[src/tsc_pkg.sv]
package tsc_pkg;

  localparam logic [6:0] ADDR_LO = 7'h48;
  localparam logic [6:0] ADDR_HI = 7'h49;

  localparam logic [1:0] CR_WRITE = 2'h0;
  localparam logic [1:0] CR_READ = 2'h1;

  localparam logic [3:0] CMD_SELECT = 4'ha;
  localparam logic [3:0] CMD_CONVERT = 4'hb;
  localparam logic [3:0] CMD_MAN = 4'hc;
  localparam logic [3:0] CMD_PEN_DETECT_MODE_CMD = 4'hd;
  localparam logic [3:0] CMD_PEN_TRIGGER_MODE_CMD = 4'he;

  localparam logic [2:0] CH_X = 3'h0;
  localparam logic [2:0] CH_SEQ = 3'h7;

  localparam logic [5:0] REG_CHAN_MASK = 6'h04;
  localparam int REG_COUNT = 64;

  localparam logic [7:0] FILL_BYTE = 8'hff;
  localparam logic [15:0] INVALID_WORD = 16'hffff;
  localparam logic [3:0] BYTE_BITS = 4'h8;
  localparam logic [3:0] ACK_SEEN = 4'h9;

  typedef enum logic [2:0] {
    ST_IDLE = 3'h0,
    ST_RX = 3'h1,
    ST_RXACK = 3'h2,
    ST_TX = 3'h3,
    ST_TXACK = 3'h4
  } tsc_state_e;

  typedef enum logic [2:0] {
    PH_ADDR = 3'h0,
    PH_CTRL = 3'h1,
    PH_PTR = 3'h2,
    PH_DATA = 3'h3,
    PH_IGN = 3'h4
  } tsc_phase_e;

  typedef enum logic [1:0] {
    MODE_MANUAL = 2'h0,
    MODE_PEN_DETECT_MODE_CMD = 2'h1,
    MODE_PEN_TRIGGER_MODE_CMD = 2'h2
  } tsc_mode_e;

  // One converter result; last marks the end of an acquisition frame.
  typedef struct packed {
    logic valid;
    logic last;
    logic [1:0] chan;
    logic penUp;
    logic [11:0] data;
  } tsc_sample_s;

  typedef struct packed {
    logic select;
    logic convert;
    logic [2:0] chan;
  } tsc_cmd_s;

  function automatic logic [7:0] tsc_reg_default(input int idx);
    case (idx)
      1: tsc_reg_default = 8'h20;
      4: tsc_reg_default = 8'hc0;
      8: tsc_reg_default = 8'h80;
      32: tsc_reg_default = 8'h01;
      34: tsc_reg_default = 8'h08;
      default: tsc_reg_default = 8'h00;
    endcase
  endfunction

endpackage

[src/tsc_i2c_slave.sv]
// Notes on behaviour
// - Register read: write address, control 01, pointer.
// - Repeated start, read address, device sends data.
// - Pointer advances after each returned byte.
// - Hold clock low after last command bit.
// - Touch command: address, one byte, stop.
// - 1010x selects, 1011x converts given channel.
// - 1100, 1101, 1110 enter the three modes.
// - Channel codes: X, Y, pressures, masked sequence.
// - Direct read address returns two bytes per channel.
// - Mask or manual convert picks channels, max four.
// - Stop after last valid data releases alert.
// - Converter suspended while alert low.
// - Channel read stretches right after address byte.
// - Channels returned X, Y, first, second pressure.
// - Each word carries two-bit channel tag.
// - Each word carries twelve-bit unsigned sample.
// - Unconverted channel reads as all ones.
// - Pen-up conversion reads as all ones.
// - Register write: control 00, pointer, data bytes.
// - Pointer advances after each written byte.
// - Address 0x48 or 0x49 by select pin.
module tsc_i2c_slave (
  input wire logic clock,
  input wire logic srst,
  input wire logic clkEn,
  input wire logic sclIn,
  output logic sclOut,
  output logic sclOeN,
  input wire logic sdaIn,
  output logic sdaOut,
  output logic sdaOeN,
  input wire logic addrSel,
  input wire logic sampleBusy,
  input tsc_pkg::tsc_sample_s sample,
  output logic hostAlertN,
  output logic convHold,
  output tsc_pkg::tsc_cmd_s cmd,
  output tsc_pkg::tsc_mode_e acqMode,
  output logic [7:0] channelEnableMask
);

  logic sclS1, sclS2, sclS3;
  logic sdaS1, sdaS2, sdaS3;
  logic selS1, selS2;
  tsc_pkg::tsc_state_e state;
  tsc_pkg::tsc_phase_e phase;
  logic [3:0] bitCnt;
  logic [7:0] shiftIn;
  logic [7:0] txSh;
  logic rw, wrMode, regRead, stretchOn;
  logic [5:0] ptr;
  logic [7:0] regs [tsc_pkg::REG_COUNT];
  logic [11:0] smpData [4];
  logic [3:0] smpOk;
  logic [3:0] chLeft;
  logic chHi, chRead;
  logic [2:0] convCode;
  logic [3:0] maskSet, convSet, readSet;
  logic [1:0] curCh;
  logic [15:0] chWord;
  logic [7:0] chByte, txByte;
  logic [6:0] myAddr;
  logic sclRise, sclFall, startEv, stopEv;
  logic byteDone, loadByte, cmdEv, chRdEv, releaseEv, frameSet;

  // Bus pins are asynchronous to the core clock.
  always_ff @(posedge clock) begin
    if (srst) begin
      sclS1 <= 1'h1;
      sclS2 <= 1'h1;
      sclS3 <= 1'h1;
      sdaS1 <= 1'h1;
      sdaS2 <= 1'h1;
      sdaS3 <= 1'h1;
      selS1 <= 1'h0;
      selS2 <= 1'h0;
    end else if (clkEn) begin
      sclS1 <= sclIn;
      sclS2 <= sclS1;
      sclS3 <= sclS2;
      sdaS1 <= sdaIn;
      sdaS2 <= sdaS1;
      sdaS3 <= sdaS2;
      selS1 <= addrSel;
      selS2 <= selS1;
    end
  end

  assign sclRise = sclS2 & ~sclS3;
  assign sclFall = ~sclS2 & sclS3;
  assign startEv = sclS2 & sclS3 & sdaS3 & ~sdaS2;
  assign stopEv = sclS2 & sclS3 & ~sdaS3 & sdaS2;
  assign myAddr = selS2 ? tsc_pkg::ADDR_HI : tsc_pkg::ADDR_LO;

  assign byteDone = (state == tsc_pkg::ST_RX) && sclFall && (bitCnt == tsc_pkg::BYTE_BITS);
  assign loadByte = sclFall && (((state == tsc_pkg::ST_RXACK) && (phase == tsc_pkg::PH_ADDR) && rw)
    || ((state == tsc_pkg::ST_TXACK) && (bitCnt == tsc_pkg::ACK_SEEN)));
  assign cmdEv = byteDone && (phase == tsc_pkg::PH_CTRL) && shiftIn[7];
  assign chRdEv = byteDone && (phase == tsc_pkg::PH_ADDR) && (shiftIn[7:1] == myAddr)
    && shiftIn[0] && !regRead;
  assign frameSet = sample.valid && sample.last;
  assign releaseEv = stopEv && chRead && (chLeft == 4'h0) && !hostAlertN;

  assign txByte = regRead ? regs[ptr] : chByte;
  assign sclOut = 1'h0;
  assign sdaOut = 1'h0;
  assign sclOeN = !((state == tsc_pkg::ST_RXACK) && stretchOn && sampleBusy);
  assign convHold = !hostAlertN;
  assign channelEnableMask = regs[tsc_pkg::REG_CHAN_MASK];

  always_ff @(posedge clock) begin
    if (srst) begin
      state <= tsc_pkg::ST_IDLE;
      phase <= tsc_pkg::PH_ADDR;
      bitCnt <= 4'h0;
      shiftIn <= 8'h00;
      txSh <= 8'h00;
      rw <= 1'h0;
      wrMode <= 1'h0;
      regRead <= 1'h0;
      ptr <= 6'h00;
      sdaOeN <= 1'h1;
      stretchOn <= 1'h0;
    end else if (clkEn) begin
      if (stopEv) begin
        state <= tsc_pkg::ST_IDLE;
        regRead <= 1'h0;
        sdaOeN <= 1'h1;
        stretchOn <= 1'h0;
      end else if (startEv) begin
        // A repeated start keeps regRead so a register read can follow its pointer.
        state <= tsc_pkg::ST_RX;
        phase <= tsc_pkg::PH_ADDR;
        bitCnt <= 4'h0;
        sdaOeN <= 1'h1;
        stretchOn <= 1'h0;
      end else if (loadByte) begin
        state <= tsc_pkg::ST_TX;
        txSh <= txByte;
        sdaOeN <= txByte[7];
        bitCnt <= 4'h1;
        if (regRead) begin
          ptr <= ptr + 6'h01;
        end
      end else begin
        case (state)
          tsc_pkg::ST_RX: begin
            if (sclRise) begin
              shiftIn <= {shiftIn[6:0], sdaS2};
              bitCnt <= bitCnt + 4'h1;
            end else if (byteDone) begin
              state <= tsc_pkg::ST_RXACK;
              sdaOeN <= 1'h0;
              stretchOn <= (phase == tsc_pkg::PH_CTRL)
                || ((phase == tsc_pkg::PH_ADDR) && shiftIn[0] && !regRead);
              case (phase)
                tsc_pkg::PH_ADDR: begin
                  if (shiftIn[7:1] != myAddr) begin
                    state <= tsc_pkg::ST_IDLE;
                    sdaOeN <= 1'h1;
                    stretchOn <= 1'h0;
                  end
                  rw <= shiftIn[0];
                end
                // The pointer rides in the low bits of the control byte itself.
                tsc_pkg::PH_CTRL: begin
                  wrMode <= shiftIn[7:6] == tsc_pkg::CR_WRITE;
                  ptr <= shiftIn[5:0];
                end
                tsc_pkg::PH_DATA: begin
                  ptr <= ptr + 6'h01;
                end
                default: begin
                end
              endcase
            end
          end
          tsc_pkg::ST_RXACK: begin
            // Once the host has seen the clock high the hold must not return.
            if (sclRise) begin
              stretchOn <= 1'h0;
            end
            if (sclFall) begin
              state <= tsc_pkg::ST_RX;
              bitCnt <= 4'h0;
              sdaOeN <= 1'h1;
              case (phase)
                tsc_pkg::PH_ADDR: begin
                  phase <= tsc_pkg::PH_CTRL;
                end
                tsc_pkg::PH_CTRL: begin
                  phase <= wrMode ? tsc_pkg::PH_DATA : tsc_pkg::PH_IGN;
                  regRead <= shiftIn[7:6] == tsc_pkg::CR_READ;
                end
                default: begin
                end
              endcase
            end
          end
          tsc_pkg::ST_TX: begin
            if (sclFall) begin
              if (bitCnt == tsc_pkg::BYTE_BITS) begin
                state <= tsc_pkg::ST_TXACK;
                sdaOeN <= 1'h1;
              end else begin
                txSh <= {txSh[6:0], 1'h0};
                sdaOeN <= txSh[6];
                bitCnt <= bitCnt + 4'h1;
              end
            end
          end
          tsc_pkg::ST_TXACK: begin
            if (sclRise) begin
              if (sdaS2) begin
                state <= tsc_pkg::ST_IDLE;
              end else begin
                bitCnt <= tsc_pkg::ACK_SEEN;
              end
            end
          end
          default: begin
            state <= tsc_pkg::ST_IDLE;
          end
        endcase
      end
    end
  end

  always_ff @(posedge clock) begin
    if (srst) begin
      for (int i = 0; i < tsc_pkg::REG_COUNT; i++) begin
        regs[i] <= tsc_pkg::tsc_reg_default(i);
      end
    end else if (clkEn && byteDone && (phase == tsc_pkg::PH_DATA)) begin
      regs[ptr] <= shiftIn;
    end
  end

  always_ff @(posedge clock) begin
    if (srst) begin
      cmd <= '0;
      acqMode <= tsc_pkg::MODE_MANUAL;
      convCode <= tsc_pkg::CH_X;
    end else if (clkEn) begin
      cmd.select <= 1'h0;
      cmd.convert <= 1'h0;
      if (cmdEv) begin
        case (shiftIn[7:4])
          tsc_pkg::CMD_SELECT: begin
            cmd.select <= 1'h1;
            cmd.chan <= shiftIn[2:0];
          end
          tsc_pkg::CMD_CONVERT: begin
            cmd.convert <= 1'h1;
            cmd.chan <= shiftIn[2:0];
            convCode <= shiftIn[2:0];
          end
          tsc_pkg::CMD_MAN: begin
            acqMode <= tsc_pkg::MODE_MANUAL;
          end
          tsc_pkg::CMD_PEN_DETECT_MODE_CMD: begin
            acqMode <= tsc_pkg::MODE_PEN_DETECT_MODE_CMD;
          end
          tsc_pkg::CMD_PEN_TRIGGER_MODE_CMD: begin
            acqMode <= tsc_pkg::MODE_PEN_TRIGGER_MODE_CMD;
          end
          default: begin
          end
        endcase
      end
    end
  end

  // mask bit 7 is X, so X lands in bit 0 and is sent first.
  assign maskSet = {channelEnableMask[4], channelEnableMask[5],
    channelEnableMask[6], channelEnableMask[7]};

  always_comb begin
    if (convCode == tsc_pkg::CH_SEQ) begin
      convSet = maskSet;
    end else if (!convCode[2]) begin
      convSet = 4'h1 << convCode[1:0];
    end else begin
      convSet = 4'h0;
    end
  end

  assign readSet = (acqMode == tsc_pkg::MODE_MANUAL) ? convSet : maskSet;

  always_comb begin
    if (chLeft[0]) begin
      curCh = 2'h0;
    end else if (chLeft[1]) begin
      curCh = 2'h1;
    end else if (chLeft[2]) begin
      curCh = 2'h2;
    end else begin
      curCh = 2'h3;
    end
  end

  assign chWord = smpOk[curCh] ? {2'h0, curCh, smpData[curCh]} : tsc_pkg::INVALID_WORD;
  assign chByte = (chLeft == 4'h0) ? tsc_pkg::FILL_BYTE : (chHi ? chWord[15:8] : chWord[7:0]);

  always_ff @(posedge clock) begin
    if (srst) begin
      chLeft <= 4'h0;
      chHi <= 1'h1;
      chRead <= 1'h0;
    end else if (clkEn) begin
      if (startEv || stopEv) begin
        chRead <= 1'h0;
      end
      if (chRdEv) begin
        chRead <= 1'h1;
        chLeft <= readSet;
        chHi <= 1'h1;
      end else if (loadByte && !regRead && (chLeft != 4'h0)) begin
        chHi <= !chHi;
        if (!chHi) begin
          chLeft <= chLeft & ~(4'h1 << curCh);
        end
      end
    end
  end

  always_ff @(posedge clock) begin
    if (srst) begin
      smpOk <= 4'h0;
      for (int i = 0; i < 4; i++) begin
        smpData[i] <= 12'h000;
      end
    end else if (clkEn) begin
      if (releaseEv) begin
        smpOk <= 4'h0;
      end
      if (sample.valid) begin
        smpData[sample.chan] <= sample.data;
        smpOk[sample.chan] <= !sample.penUp;
      end
    end
  end

  // A new frame outranks a release in the same cycle, so no frame is lost.
  always_ff @(posedge clock) begin
    if (srst) begin
      hostAlertN <= 1'h1;
    end else if (clkEn) begin
      if (frameSet) begin
        hostAlertN <= 1'h0;
      end else if (releaseEv) begin
        hostAlertN <= 1'h1;
      end
    end
  end
endmodule

[config.mk]
export PLATFORM = sky130hd
export DESIGN_NAME = tsc_i2c_slave
export DESIGN_NICKNAME = d
export VERILOG_FILES = /design/src/tsc_pkg.sv /design/src/tsc_i2c_slave.sv
export SDC_FILE = /design/constraint.sdc
export NUM_CORES = 1
export LEC_CHECK = 0
export BUFFER_PORTS_ARGS = -buffer_cell sky130_fd_sc_hd__buf_2
export CAP_MARGIN = 20
export CORE_ASPECT_RATIO = 0.9
export CORE_MARGIN = 1.5
export CORE_UTILIZATION = 35
export DETAILED_ROUTE_END_ITERATION = 6
export GPL_TIMING_DRIVEN = 0
export PLACE_DENSITY = 0.53
export SLEW_MARGIN = 20
export SYNTH_ARGS = -nofsm -noshare
export SYNTH_HDL_FRONTEND = slang
export SYNTH_SLANG_ARGS = --single-unit
[constraint.sdc]
create_clock -name clock -period 5.96 [get_ports clock]
set_clock_uncertainty 0.1 [all_clocks]
set_input_delay 0.894 -clock clock [delete_from_list [all_inputs] [get_ports clock]]
set_output_delay 0.894 -clock clock [all_outputs]
set_load 0.02 [all_outputs]
### Yosys cells after proc, flatten, opt, wreduce, memory -nomap -nowiden

Memory sizes are Yosys's and may differ from the RTL's. A register that Yosys moved wholly into a read port is not among the register bits.
Index checks and enable logic that the tools add are counted.

| storage, ports and cells | value |
|---|---|
| register bits | 65 |
| memory bits (writable) | 560 |
| input port bits | 24 |
| output and inout bits | 21 |
| memories | 2 |

Memories:

| name | words | bits a word | rd ports | clocked after memory_dff | wr ports | RTL line | RTL |
|---|---|---|---|---|---|---|---|
| regs | 64 | 8 | 2 | 1 | 64 | tsc_i2c_slave.sv:53 | `logic [7:0] regs [tsc_pkg::REG_COUNT];` |
| smpData | 4 | 12 | 1 | 0 | 4 | tsc_i2c_slave.sv:54 | `logic [11:0] smpData [4];` |

| operators by class | value |
|---|---|
| add/subtract/negate cells | 2 |
| order comparisons | 3 |
| eq/ne operators | 41 |
| shift operators | 2 |
| multiplexer cells | 121 |
| bitwise operators | 17 |
| reductions and logical operators | 77 |

Operator list:

| operator | count |
|---|---|
| 8-bit 2-to-1 mux | 10 |
| 4-bit 2-to-1 mux | 18 |
| 3-bit 2-to-1 mux | 16 |
| 6-bit 2-to-1 mux | 8 |
| 1-bit 2-to-1 mux | 47 |
| 4-bit inequality test (second input constant) | 9 |
| 6-bit AND reduction | 6 |
| 5-bit inequality test (second input constant) | 7 |
| 8-bit AND reduction | 4 |
| 4-bit == test (second input constant) | 7 |
| 7-bit 2-to-1 mux | 4 |
| 1-bit logical AND | 25 |
| 2-bit nonzero test | 12 |
| 16-bit 2-to-1 mux | 1 |
| 4-bit case mux with 4 select lines | 1 |
| 12-bit 2-to-1 mux | 1 |
| 3-bit case mux with 4 select lines | 1 |
| 6-bit case mux with 2 select lines | 1 |
| 3-bit AND reduction | 4 |
| 6-bit nonzero test | 2 |
| 12-bit OR reduction | 1 |
| 2-bit 2-to-1 mux | 5 |
| 3-bit by 2-bit == test with 1-bit output (second input constant) | 3 |
| 9-bit AND reduction | 1 |
| 35 further kinds | 69 |

### Logic depth before layout (Yosys ltp)

| depth | value |
|---|---|
| word-level depth | 12 |
| depth in mapped cells | 11 |

### Worst setup path after synthesis

OpenSTA, ideal clock, no wires.

| path | value |
|---|---|
| kind | input -> register |
| from | input port clkEn |
| to | memory regs[49][0] (enable) |
| arrival | 2601 ps |
| setup slack | 2875 ps |
| stages on the path | 6 |
| path through | nand4_1 buf_2 or4_1 buf_2 buf_6 o21ai_0 |

RTL lines:

| what | RTL line | RTL |
|---|---|---|
| start, declared | tsc_i2c_slave.sv:26 | `input wire logic clkEn,` |
| end, declared | tsc_i2c_slave.sv:53 |  |

==> metrics.yaml <==
grt_pass1_vias: 19766
fill_cells: 7865
netlist.area_leader.share_pct: 56.2
core-area_sq_um: 84500
start_util_pct: 35.4
area_delta_synth_final_pct: 13.7
rows: 101
maxSlewHeadroom_pct: 18.0
setup_viol: 0
track_usage_pct: 24.2
crit_end: "regs[23][6]"
vias: 20475
r2r-end: "regs[23][6]"
grt_pass1_wl_microns: 149000
drtIter0Drc: 3037
register_area_sq_um: 18200
seq_area_frac_synth_pct: 60.9
ir_worst_vdd_mv: 0.165
period_share_pct: 83.5
cap_violations: 0
cts_buffer_depth: 3
cts_setup_buffers: 0
hold_buffers: 0
tns_ns: 0
p_leak_uw: 0.0110
ys.flop_type: "edfxtp_1"
rsz0062_at_grt: "no"
crit_path_start: "bitCnt[0]"
synthTopCellsByCount: "560 x edfxtp_1, 385 x and2_1, 158 x nor2_1"
cts_resized: 0
synth-async-reset-ratio_pct: 0
detail-route-antenna-nets: 0
finalInstanceArea_sq_um: 34000
worstPathMaxFanout: 10
cp.arrival_ns: 5.12
placed_area_sq_um: 31800
drv_slew: 0
dieHeight_microns: 280
synth_warnings: 0
cts_buffers: 71
synth_area_sq_um: 29900
synth_most_common_cell: "edfxtp_1"
endpoint_kind: "flip-flop"
r2r_cells: 8
cts_sinks: 631
htree_levels: 3
drtPass1Iterations: 5
min_period_ns: 4.98
required_ns: 6.11
synthCells: 2218
syn_area_per_cell_sq_um: 13.5
antenna-diode-count: 0
fmax_ghz: 0.201
cts_root_buf: "clkbuf_16"
dp_hpwl_microns: 75600
post-synth-top-area-cell: "edfxtp_1"
die_area_sq_um: 87300
io_buffer_count: 42
yosys_register_bits: 631
multi_input_area_sq_um: 10600
ios: 45
routed_wl_microns: 107000
crit_path_start_kind: "flip-flop"
hold_class: "flip-flop to flip-flop"
wl_per_cell_microns: 30.0
worstMarginPinSlew_ns: 1.23
ys_types: 90
layout-drive-gt1-share_pct: 15.8
grt_max_degree: 14
vias_per_cell: 5.77
timing.final.hold_violations: 0
worst-r2r-setup-slack_ns: 0.98
p_per_area_nw_per_um2: 288
tritoncts: "done"
synth_edf_count: 560
nets: 2390
grt-ovfl-total: 0
synth_area_leaders: "edfxtp_1 56%, mux4_2 9.0%, and2_1 8.0%"
antenna_found_initial: 7
r2r_start: "bitCnt[0]"
drc: 0
gp_congestion: 0.967
die_w_microns: 311
path_clk_slew_ns: 0.06
crit_type: "flip-flop to flip-flop"
outcome: "finished clean"
clk_latency_ns: 0.64
-- registers in the layout, summed over array words and instances, names as in the netlist, 2 cells and up, named ones only --
name      cells
regs        512
smpData      48
shiftIn       8
txSh          7
ptr           6
cmd           5
bitCnt        4
chLeft        4
smpOk         4
convCode      3
phase         3
state         3
acqMode       2
-- placed cells by master (no fill, tap or decap), types with 6 or more instances in the layout --
cell	instances
buf_4	38
clkbuf_1	152
mux4_2	119
edfxtp_1	560
o211ai_1	12
o22ai_1	7
buf_1	7
nand3_1	30
nand2_1	78
and3_1	8
clkinv_2	7
inv_1	24
a21oi_1	40
and2_1	385
buf_2	61
buf_6	17
nor3_1	135
nor2_1	158
o2111ai_1	7
bufinv_16	6
a22oi_1	11
a31oi_1	6
mux4_1	22
clkbuf_16	74
nand2b_1	17
mux2_2	6
o21ai_0	27
clkinv_1	14
or3_1	12
o21ai_1	62
nand3b_1	11
nor2b_1	15
mux2i_1	66
dfxtp_1	71
-- final cells by class --
type                    count  share of cell area (%)
plain buffers             201                    3.05
repair buffers             70                    1.28
clock buffers              93                    5.65
multi-input cells        1360                    31.1
flip-flops and latches    631                    53.6
inverters                  27                   0.298
well taps                1133                    4.16
clock inverters            32                   0.926
-- report_power, final --
group          switching [uW]  leakage [uW]  total, uW  internal [uW]
logic                     237       0.00405        358            121
clock network            1850       0.00109       4380           2530
registers                65.7       0.00590       5070           5010
-- kinds of logic after synthesis --
family | count (synthesis) | share of synthesized area (%)
fa+ha+maj | 4 | 0.167
mux | 213 | 13.3
compound gates | 235 | 5.03
xor+xnor | 3 | 0.0878
other cells | 1 | 0.0125
flops | 631 | 60.9
buf+inv | 228 | 3.80
simple gates | 903 | 16.7
-- critical path, cell delays in order, from the launching register on --
cell and delay [ns]:
dfxtp_1 0.36, inv_1 0.09, ha_1 0.13, and3b_1 0.31
nand4_1 0.28, nor3_2 0.85, nand4_1 0.93, clkbuf_1 0.61
o21ai_0 0.94
-- per-stage QoR --
stage | utilization (%) | hold WS [ns] | setup slack [ns] | power, uW | cells
after floorplan | - | 0.341 | 2.87 | 5330 | 2219
after global placement | 37.3 | 0.356 | 0.697 | 5490 | 3394
after detailed placement | 37.6 | 0.366 | 1.12 | 5510 | 3422
after CTS | 40.3 | 0.364 | 1.20 | 9830 | 3547
after global routing | 40.3 | 0.375 | 0.908 | 10000 | 3547
final | 40.3 | 0.380 | 0.984 | 9810 | 3547
-- metal layers --
metal	global-route usage, %	wire length (microns)
met5	0	43
met4	8.42	4030
met3	6.55	11700
met2	36.0	46100
met1	34.1	44700
-- how the worst min path moves through the flow --
stage                     startpoint     to  slack (ns)  cells past startpoint
after floorplan                sclS1  sclS1        0.34                      2
after global placement         sdaS1  sdaS1        0.36                      2
after detailed placement       sclS1  sclS1        0.37                      2
after CTS                      sclIn  sclS1        0.36                      3
after global routing           sclIn  sclS1        0.38                      3
final                          sclS1  sclS1        0.38                      2
(Power assumes the default switching activity.)
